===== config.mk =====
export PLATFORM = sky130hd
export DESIGN_NAME = scs_clock_ctrl
export DESIGN_NICKNAME = d
export VERILOG_FILES = /design/src/inc/scs_pkg.sv /design/src/inc/scs_if.sv /design/src/hw/scs_clock_ctrl.sv /design/src/hw/scs_sync.sv /design/src/hw/scs_cnt.sv
export SDC_FILE = /design/constraint.sdc
export NUM_CORES = 1
export LEC_CHECK = 0
export ABC_AREA = 1
export BUFFER_PORTS_ARGS = -buffer_cell sky130_fd_sc_hd__buf_2
export CAP_MARGIN = 20
export CORE_MARGIN = 10
export CORE_UTILIZATION = 35
export CTS_CLUSTER_DIAMETER = 60
export DETAILED_ROUTE_END_ITERATION = 6
export REMOVE_ABC_BUFFERS = 1
export SLEW_MARGIN = 20
export SYNTH_ARGS = -nofsm -noshare
export SYNTH_HDL_FRONTEND = slang
export SYNTH_HIERARCHICAL = 1
export SYNTH_SLANG_ARGS = --single-unit

===== constraint.sdc =====
create_clock -name CORE_CLK -period 4.3 [get_ports CORE_CLK]
set_input_delay 0.215 -clock CORE_CLK [delete_from_list [all_inputs] [get_ports CORE_CLK]]
set_output_delay 0.215 -clock CORE_CLK [all_outputs]
set_load 0.1 [all_outputs]

===== src/inc/scs_pkg.sv =====
// Shared constants and types of the clock source and start-up block
package scs_pkg;

	// -------------------------------------------------------------
	// Synchronised pin vector layout
	// -------------------------------------------------------------
	localparam int NSYNC   = 19;
	localparam int P_LP    = 0;
	localparam int P_FS    = 1;
	localparam int P_LF    = 2;
	localparam int P_RC128 = 3;
	localparam int P_RC8M  = 4;
	localparam int P_EXT   = 5;
	localparam int P_WDT   = 6;
	localparam int P_ASY   = 7;
	localparam int P_RSRC  = 8;
	localparam int P_EXTI  = 9;
	localparam int P_TWI   = 10;
	localparam int P_USI   = 11;
	localparam int P_SRC   = 12;
	localparam int P_SUT   = 16;
	localparam int P_DIV   = 18;
	// Reset source reads active until real pin samples arrive
	localparam logic [NSYNC-1:0] SYNC_RST = 19'h00100;

	// -------------------------------------------------------------
	// Option encodings and shipped defaults
	// -------------------------------------------------------------
	localparam logic [3:0] SRC_EXT  = 4'h0;
	localparam logic [3:0] SRC_RSVD = 4'h1;
	localparam logic [3:0] SRC_RC8M = 4'h2;
	localparam logic [3:0] SRC_R128 = 4'h3;
	localparam logic [2:0] SRC_LF   = 3'h2;
	localparam logic [2:0] SRC_FS   = 3'h3;
	localparam logic [3:0] DEF_SRC  = 4'h2;
	localparam logic [1:0] DEF_SUT  = 2'h2;
	localparam logic       DEF_DIV  = 1'b0;
	localparam logic [1:0] SUT_NONE = 2'h0;
	localparam logic [1:0] SUT_4K   = 2'h1;
	localparam logic [2:0] PRE_LAST = 3'h7;

	// -------------------------------------------------------------
	// Cycle counts
	// -------------------------------------------------------------
	localparam int CW = 16;
	localparam logic [CW-1:0] TOUT_0   = 16'h0000;
	localparam logic [CW-1:0] TOUT_4K  = 16'h1000;
	localparam logic [CW-1:0] START_6  = 16'h0006;
	localparam int DEF_TOUT_8K  = 8192;
	localparam int DEF_START_XT = 16384;
	localparam int DEF_START_LF = 32768;

	// -------------------------------------------------------------
	// Register map
	// -------------------------------------------------------------
	localparam logic [3:0] A_SLEEP  = 4'h0;
	localparam logic [3:0] A_STATUS = 4'h4;
	localparam logic [3:0] A_WAKE   = 4'h8;
	localparam int SLP_GO  = 0;
	localparam int SLP_MD  = 1;
	localparam logic [2:0] WAKE_RST = 3'h7;
	localparam logic [1:0] RESP_OK  = 2'h0;
	localparam logic [1:0] RESP_ERR = 2'h2;

	typedef enum logic [2:0] {
		SM_IDLE, SM_ADCNR, SM_PDOWN, SM_PSAVE, SM_STBY
	} scs_sleep_t;

	typedef enum logic [2:0] {
		ST_LATCH, ST_HOLD, ST_TOUT, ST_START, ST_RUN, ST_SLEEP
	} scs_state_t;

endpackage


===== src/inc/scs_if.sv =====
// Carriers between the top block and its helper modules
interface scs_sync_if import scs_pkg::*; ();
	logic [NSYNC-1:0] lvl;
	logic [NSYNC-1:0] rise;
	modport src (output lvl, output rise);
	modport dst (input lvl, input rise);
endinterface

interface scs_cnt_if import scs_pkg::*; ();
	logic          clr;
	logic          tick;
	logic [CW-1:0] target;
	logic          done;
	modport ctl (output clr, output tick, output target, input done);
	modport cnt (input clr, input tick, input target, output done);
endinterface


===== src/hw/scs_clock_ctrl.sv =====
// Clock source selection, reset sequencing and domain clock gating
//
// Functional notes
// RULE1 - Four-bit source option picks crystal, RC, or external clock; 0001 reserved.
// RULE2 - Option bits read one unprogrammed, zero programmed; decoded that way.
// RULE3 - Default options: calibrated RC, start-up 10, divide by eight on.
// RULE4 - Internal reset stays on for a time-out after other resets release.
// RULE5 - Time-out counts watchdog cycles: 0, 4096 or 8192, by options.
// RULE6 - Selected oscillator cycles are counted before reset finally releases.
// RULE7 - Start-up count depends on source: 6 external up to 32K.
// RULE8 - From reset: time-out first, then oscillator start-up, then run.
// RULE9 - Wake from power-save or power-down applies start-up count only.
// RULE10 - Each domain clock stops independently according to sleep mode.
// RULE11 - Some external interrupts are seen while peripheral clock stops.
// RULE12 - Two-wire address and serial start events still seen asleep.
// RULE13 - Program-memory clock gates together with the core clock.
// RULE14 - Async timer clock runs from its own oscillator during sleep; the code stops it in power-down and standby.
// RULE15 - Converter clock keeps running while core and peripheral stop.
// RULE16 - Software picks time-out above supply rise unless brown-out used.
// RULE17 - Programmed divide option divides the source clock by eight.
// RULE18 - Options are sampled while reset is held, static afterwards.
module scs_clock_ctrl import scs_pkg::*; #(
	parameter int TOUT_8K  = DEF_TOUT_8K,
	parameter int START_XT = DEF_START_XT,
	parameter int START_LF = DEF_START_LF
) (
	input  wire logic        CORE_CLK,
	input  wire logic        RST,
	input  wire logic        OSC_LP_XTAL,
	input  wire logic        OSC_FS_XTAL,
	input  wire logic        OSC_LF_XTAL,
	input  wire logic        OSC_RC128K,
	input  wire logic        OSC_RC8M,
	input  wire logic        OSC_EXT,
	input  wire logic        OSC_WDT,
	input  wire logic        OSC_ASY,
	input  wire logic        RESET_SRC,
	input  wire logic        EXT_INT,
	input  wire logic        TWI_ADDR_MATCH,
	input  wire logic        USI_START,
	input  wire logic [3:0]  CLOCK_SOURCE_SELECT_OPTION,
	input  wire logic [1:0]  STARTUP_TIME_OPTION,
	input  wire logic        DIVIDE_BY_EIGHT_OPTION,
	input  wire logic [3:0]  AVS_ADDRESS,
	input  wire logic        AVS_READ,
	input  wire logic        AVS_WRITE,
	input  wire logic [31:0] AVS_WRITEDATA,
	input  wire logic [3:0]  AVS_BYTEENABLE,
	output logic [31:0]      AVS_READDATA,
	output logic [1:0]       AVS_RESPONSE,
	output logic             AVS_WAITREQUEST,
	output logic             CPU_CLK_EN,
	output logic             FLASH_CLK_EN,
	output logic             IO_CLK_EN,
	output logic             ADC_CLK_EN,
	output logic             ASY_CLK_EN,
	output logic             INT_RST,
	output logic             SLEEPING
);
	// ---------------------------------------------------------------
	// State
	// ---------------------------------------------------------------
	typedef struct packed {
		scs_state_t  st;
		logic [3:0]  src;
		logic [1:0]  startup_time_option;
		logic        div_opt;
		logic [2:0]  pre;
		scs_sleep_t  mode;
		logic [2:0]  wake_en;
		logic        ack;
		logic [31:0] rdata;
		logic [1:0]  resp;
		logic [4:0]  en;
	} scs_top_st_t;

	scs_top_st_t st_r;
	scs_top_st_t st_nxt;

	localparam logic [CW-1:0] T8K = CW'(TOUT_8K);
	localparam logic [CW-1:0] SXT = CW'(START_XT);
	localparam logic [CW-1:0] SLF = CW'(START_LF);

	// ---------------------------------------------------------------
	// Pin synchronisers and phase counter
	// ---------------------------------------------------------------
	scs_sync_if sy ();
	scs_cnt_if  cn ();

	scs_sync u_sync (
		.clk  (CORE_CLK),
		.rst  (RST),
		.pins ({DIVIDE_BY_EIGHT_OPTION, STARTUP_TIME_OPTION,
			CLOCK_SOURCE_SELECT_OPTION, USI_START, TWI_ADDR_MATCH,
			EXT_INT, RESET_SRC, OSC_ASY, OSC_WDT, OSC_EXT, OSC_RC8M,
			OSC_RC128K, OSC_LF_XTAL, OSC_FS_XTAL, OSC_LP_XTAL}),
		.so   (sy.src)
	);

	scs_cnt u_cnt (
		.clk (CORE_CLK),
		.rst (RST),
		.c   (cn.cnt)
	);

	// ---------------------------------------------------------------
	// Option decode
	// ---------------------------------------------------------------
	logic          src_tick;
	logic [CW-1:0] tout_cyc;
	logic [CW-1:0] start_cyc;
	logic          div_on;
	logic          rsvd;
	logic          sys_tick;
	logic          wake;
	logic          req;

	always_comb begin
		rsvd = (st_r.src == SRC_RSVD);
		// Reserved code falls back to the calibrated RC
		if (st_r.src[3]) begin
			src_tick  = sy.rise[P_LP]; // RULE1
			start_cyc = SXT; // RULE7
		end else if (st_r.src[3:1] == SRC_FS) begin
			src_tick  = sy.rise[P_FS];
			start_cyc = SXT;
		end else if (st_r.src[3:1] == SRC_LF) begin
			src_tick  = sy.rise[P_LF];
			start_cyc = SLF; // RULE7
		end else if (st_r.src == SRC_R128) begin
			src_tick  = sy.rise[P_RC128];
			start_cyc = START_6;
		end else if (st_r.src == SRC_EXT) begin
			src_tick  = sy.rise[P_EXT];
			start_cyc = START_6; // RULE7
		end else begin
			src_tick  = sy.rise[P_RC8M];
			start_cyc = START_6;
		end
		// Zero delay only sensible with brown-out detection
		case (st_r.startup_time_option) // RULE5 RULE16
			SUT_NONE: tout_cyc = TOUT_0;
			SUT_4K:   tout_cyc = TOUT_4K;
			default:  tout_cyc = T8K;
		endcase
		div_on   = (st_r.div_opt == 1'b0); // RULE2 RULE17
		sys_tick = src_tick && (!div_on || st_r.pre == PRE_LAST); // RULE17
		// Wake events arrive synchronised on the free-running clock,
		// independent of any gated domain
		wake = |(st_r.wake_en & {sy.lvl[P_USI], sy.lvl[P_TWI],
			sy.lvl[P_EXTI]}); // RULE11 RULE12
		req  = AVS_READ || AVS_WRITE;
	end

	// ---------------------------------------------------------------
	// Sequencer, gating and register file
	// ---------------------------------------------------------------
	always_comb begin
		st_nxt = st_r;
		if (src_tick)
			st_nxt.pre = st_r.pre + 3'h1;

		case (st_r.st)
			ST_LATCH: begin
				st_nxt.st = ST_HOLD;
			end
			ST_HOLD: begin
				// Options track the pins only here
				st_nxt.src     = sy.lvl[P_SRC+:4]; // RULE18
				st_nxt.startup_time_option     = sy.lvl[P_SUT+:2];
				st_nxt.div_opt = sy.lvl[P_DIV];
				if (!sy.lvl[P_RSRC])
					st_nxt.st = ST_TOUT; // RULE4 RULE8
			end
			ST_TOUT: begin
				if (cn.done)
					st_nxt.st = ST_START; // RULE8
			end
			ST_START: begin
				if (cn.done)
					st_nxt.st = ST_RUN; // RULE6
			end
			ST_RUN: begin
				if (AVS_WRITE && st_r.ack && AVS_ADDRESS == A_SLEEP
					&& AVS_BYTEENABLE[0] && AVS_WRITEDATA[SLP_GO])
					st_nxt.st = ST_SLEEP;
			end
			ST_SLEEP: begin
				if (wake) begin
					if (st_r.mode == SM_PDOWN || st_r.mode == SM_PSAVE)
						st_nxt.st = ST_START; // RULE9
					else
						st_nxt.st = ST_RUN;
				end
			end
			default: begin
				st_nxt.st = ST_HOLD;
			end
		endcase
		if (sy.lvl[P_RSRC])
			st_nxt.st = ST_HOLD; // RULE4

		// Domain enables, registered for glitch-free outputs
		st_nxt.en = '0;
		if (st_r.st == ST_RUN) begin
			st_nxt.en[0] = sys_tick;
			st_nxt.en[1] = sys_tick; // RULE13
			st_nxt.en[2] = sys_tick;
			st_nxt.en[3] = sys_tick;
		end else if (st_r.st == ST_SLEEP) begin
			case (st_r.mode) // RULE10
				SM_IDLE: begin
					st_nxt.en[2] = sys_tick;
					st_nxt.en[3] = sys_tick;
				end
				SM_ADCNR: begin
					st_nxt.en[3] = sys_tick; // RULE15
				end
				default: begin
					st_nxt.en[3] = 1'b0;
				end
			endcase
		end
		if (st_r.st != ST_LATCH && st_r.st != ST_HOLD
			&& !(st_r.st == ST_SLEEP
			&& (st_r.mode == SM_PDOWN || st_r.mode == SM_STBY)))
			st_nxt.en[4] = sy.rise[P_ASY]; // RULE14

		// Bus slave: one wait cycle, then answer
		st_nxt.ack = req && !st_r.ack;
		if (req && !st_r.ack) begin
			st_nxt.rdata = '0;
			st_nxt.resp  = RESP_OK;
			case (AVS_ADDRESS)
				A_SLEEP:  st_nxt.rdata[SLP_MD+:3] = st_r.mode;
				A_STATUS: st_nxt.rdata = {16'h0000,
					st_r.wake_en, st_r.st, rsvd, st_r.div_opt,
					st_r.startup_time_option, st_r.src, (st_r.st == ST_SLEEP),
					(st_r.st != ST_RUN && st_r.st != ST_SLEEP)};
				A_WAKE:   st_nxt.rdata[2:0] = st_r.wake_en;
				default:  st_nxt.resp = RESP_ERR;
			endcase
		end
		if (AVS_WRITE && st_r.ack && AVS_BYTEENABLE[0]) begin
			if (AVS_ADDRESS == A_SLEEP)
				st_nxt.mode = scs_sleep_t'(AVS_WRITEDATA[SLP_MD+:3]);
			if (AVS_ADDRESS == A_WAKE)
				st_nxt.wake_en = AVS_WRITEDATA[2:0];
		end
	end

	// ---------------------------------------------------------------
	// Registers
	// ---------------------------------------------------------------
	always_ff @(posedge CORE_CLK or posedge RST) begin
		if (RST) begin
			st_r         <= '0;
			st_r.st      <= ST_LATCH;
			st_r.src     <= DEF_SRC; // RULE3
			st_r.startup_time_option     <= DEF_SUT;
			st_r.div_opt <= DEF_DIV;
			st_r.mode    <= SM_IDLE;
			st_r.wake_en <= WAKE_RST;
		end else begin
			st_r <= st_nxt;
		end
	end

	// Counter restarts at every phase change
	assign cn.clr    = (st_nxt.st != st_r.st);
	assign cn.tick   = (st_r.st == ST_TOUT) ? sy.rise[P_WDT] : src_tick;
	assign cn.target = (st_r.st == ST_TOUT) ? tout_cyc : start_cyc;

	// ---------------------------------------------------------------
	// Outputs
	// ---------------------------------------------------------------
	assign AVS_WAITREQUEST = req && !st_r.ack;
	assign AVS_READDATA    = st_r.rdata;
	assign AVS_RESPONSE    = st_r.resp;
	assign CPU_CLK_EN      = st_r.en[0];
	assign FLASH_CLK_EN    = st_r.en[1];
	assign IO_CLK_EN       = st_r.en[2];
	assign ADC_CLK_EN      = st_r.en[3];
	assign ASY_CLK_EN      = st_r.en[4];
	assign INT_RST         = st_r.st != ST_RUN && st_r.st != ST_SLEEP;
	assign SLEEPING        = st_r.st == ST_SLEEP;
endmodule


===== src/hw/scs_sync.sv =====
// Two-stage pin synchroniser with rising-edge detect
module scs_sync import scs_pkg::*; (
	input  wire logic             clk,
	input  wire logic             rst,
	input  wire logic [NSYNC-1:0] pins,
	scs_sync_if.src               so
);
	typedef struct packed {
		logic [NSYNC-1:0] s1;
		logic [NSYNC-1:0] s2;
		logic [NSYNC-1:0] s3;
	} scs_sync_st_t;

	scs_sync_st_t st_r;
	scs_sync_st_t st_nxt;

	always_comb begin
		st_nxt    = st_r;
		st_nxt.s1 = pins;
		st_nxt.s2 = st_r.s1;
		st_nxt.s3 = st_r.s2;
	end

	always_ff @(posedge clk or posedge rst) begin
		// Keeps the sequencer in hold while the stages fill
		if (rst)
			st_r <= {SYNC_RST, SYNC_RST, SYNC_RST};
		else
			st_r <= st_nxt;
	end

	// Edge seen only past the second stage
	assign so.lvl  = st_r.s2;
	assign so.rise = st_r.s2 & ~st_r.s3;
endmodule


===== src/hw/scs_cnt.sv =====
// Tick counter shared by the time-out and start-up phases
module scs_cnt import scs_pkg::*; (
	input  wire logic clk,
	input  wire logic rst,
	scs_cnt_if.cnt    c
);
	typedef struct packed {
		logic [CW-1:0] cnt;
	} scs_cnt_st_t;

	scs_cnt_st_t st_r;
	scs_cnt_st_t st_nxt;

	always_comb begin
		st_nxt = st_r;
		if (c.clr)
			st_nxt.cnt = '0;
		else if (c.tick && !c.done)
			st_nxt.cnt = st_r.cnt + 16'h0001;
	end

	always_ff @(posedge clk or posedge rst) begin
		if (rst)
			st_r <= '0;
		else
			st_r <= st_nxt;
	end

	// A zero target finishes at once
	assign c.done = (st_r.cnt >= c.target);
endmodule


==> impl_metrics.ini <==
[status]
status = finished, violations left
failed_checks = negative hold slack

[synthesis]
synthCells = 572
syn-cell-area_mm2 = 0.00513
yosysWarnings = 6
syn_area_per_cell_um2 = 8.98

[global_route]
grt_pass1_vias = 3884
overflow = 0
grt_usage = 0.109
antenna_found_initial = 0
grt_max_degree = 47
grt_pass1_wl_um = 18000

[cts]
cts_tree = done
htreeDepth = 3
cts_resized = 0
cts.path.max_buffers = 2
cts_sinks = 103
clkTransAtPathRegs_ns = 0.07
cts_root_buf = clkbuf_16
clk_latency_ns = 0.34
numCtsBuffers = 9

[layout]
antenna_cells = 0
fin_nets = 714
layout-drive-gt1-share = 0.226
final_common_cell = nand2_1
area_growth_pct = 14.3
final_cell_mix = nand2_1 (113), dfrtp_1 (96), inv_1 (63)
fillers = 1421

[sta]
skew_ns = 0.00791
period_share = 0.819
worst_pin_slew_ns = 0.917
setup_viol = 0
rsz0062_at_grt = false
fmaxAchievable_ghz = 0.284
layout_setup_ws_ns = 0.777
tns_ns = 0
final_hold_viol_count = 5
drv_slew = 0
min_period_ns = 3.52
holdWs_ns = -0.00355
slew_headroom = 0.389

[floorplanning]
io_pins = 105
initial_core_util = 0.355
row_count = 44
die_w_um = 141
die_area_mm2 = 0.0199
die_h_um = 141
core_area_mm2 = 0.0145

[power_and_ir_drop]
finalPower_mw = 2.67
p_leak_nw = 2.97
irDropWorstVdd_mv = 0.212
powerDensity_mw_per_mm2 = 456

[critical_path]
crit_family = simple AND/OR/NAND/NOR gates
crit_top_cell = nand2_1
cp_num_buf_inv = 6
crit_arrival_ns = 3.75
r2r-end = u_cnt/st_r[9]
start_kind = flop
end_kind = flop
setup.worst_path.start = st_r[57]
crit_chain = inv_2 -> nor2_2 -> nand2_2 -> inv_1 -> nor4_1 -> inv_1 -> ha_1 -> nand2_1 -> nor2_1 -> a21oi_4 -> nand2_1 -> inv_1 -> nand2_1 -> nand2_1 -> nor2_2 -> nand4_1 -> nand2_1 -> nand3_2 -> inv_1 -> buf_4 -> nand2_4 -> nand2_1 -> nand2_1
worstSetupPathType = reg2reg
cp_max_fo = 14
r2r_slack_ns = 0.78
r2r_cells = 23
timing.rr.start = st_r[57]
slowest_stage = dfrtp_1
slowest_delay_ns = 0.45
critPathRequiredTime_ns = 4.53

[place]
portBuffers = 56
place_ws_ns = 0.778
hpwlAfterDp_um = 7760
gp_congestion = 0.816

[route]
wirelength_um = 10400
vias = 3667
wire_per_inst_um = 12.7
ant_nets = 0
firstDrtPassIters = 5
drc = 0
via_per_inst = 4.47
drtIter0Drc = 145

[worst_hold_path]
min_path_type = in2async

[job]
cap_violations = 0
## flip-flops by register name, summed over array words and instances, names as in the netlist
register / flops
ADC_CLK_EN: 1
u_sync/so.lvl: 19
u_sync/st_r: 8
u_sync/st_nxt: 19
AVS_RESPONSE: 1
st_r: 20
ASY_CLK_EN: 1
FLASH_CLK_EN: 1
IO_CLK_EN: 1
AVS_READDATA: 16
u_cnt/st_r: 16
## metal layers
metal	share of wire	track usage	wire, um
met3	0.056	0.0299	580
met4	0.0062	0.0359	65
met2	0.50	0.179	5200
met5	0	0	0
met1	0.44	0.134	4560
## stage by stage
stage / cell area (um^2) / instances / util
after CTS: 5870 / 821 / 0.405
after detailed placement: 5360 / 786 / 0.370
after global placement: 5360 / 786 / 0.370
after global routing: 5870 / 821 / 0.405
after floorplan: 4820 / 542 / -
final: 5870 / 821 / 0.405
## power by group
| part | switching [mW] | total (mW) | internal [mW] |
|---|---|---|---|
| Sequential | 0.0693 | 1.14 | 1.07 |
| Combinational | 0.514 | 0.695 | 0.181 |
| Clock | 0.350 | 0.838 | 0.488 |
## worst max path at each step
| stage | to | slack (ns) | depth (start not counted) |
|---|---|---|---|
| 2_1_floorplan | u_cnt/st_r[3] | 1.09 | 23 |
| 3_3_place_gp | u_cnt/st_r[11] | 0.86 | 23 |
| 3_5_place_dp | u_cnt/st_r[9] | 0.78 | 27 |
| 4_1_cts | u_cnt/st_r[9] | 0.75 | 23 |
| 5_1_grt | u_cnt/st_r[11] | 0.33 | 23 |
| 6_report | u_cnt/st_r[9] | 0.78 | 23 |
## what timing repair did
item | 4_1_cts | 5_1_grt
hold endpoints to repair | 19 | 0
setup buffers | 0 | 0
hold buffers | 19 | 0
## layout make-up
cell class | count | area, um^2 | area share
clock buffer | 11 | 253 | 0.0431
clock inverter | 5 | 61.3 | 0.0104
inverter | 73 | 277 | 0.0471
multi-input combinational | 366 | 1960 | 0.334
sequential | 103 | 2590 | 0.441
tap | 184 | 230 | 0.0392
timing repair buffer | 79 | 500 | 0.0853
Note: power is estimated with default switching activity, not from simulation.
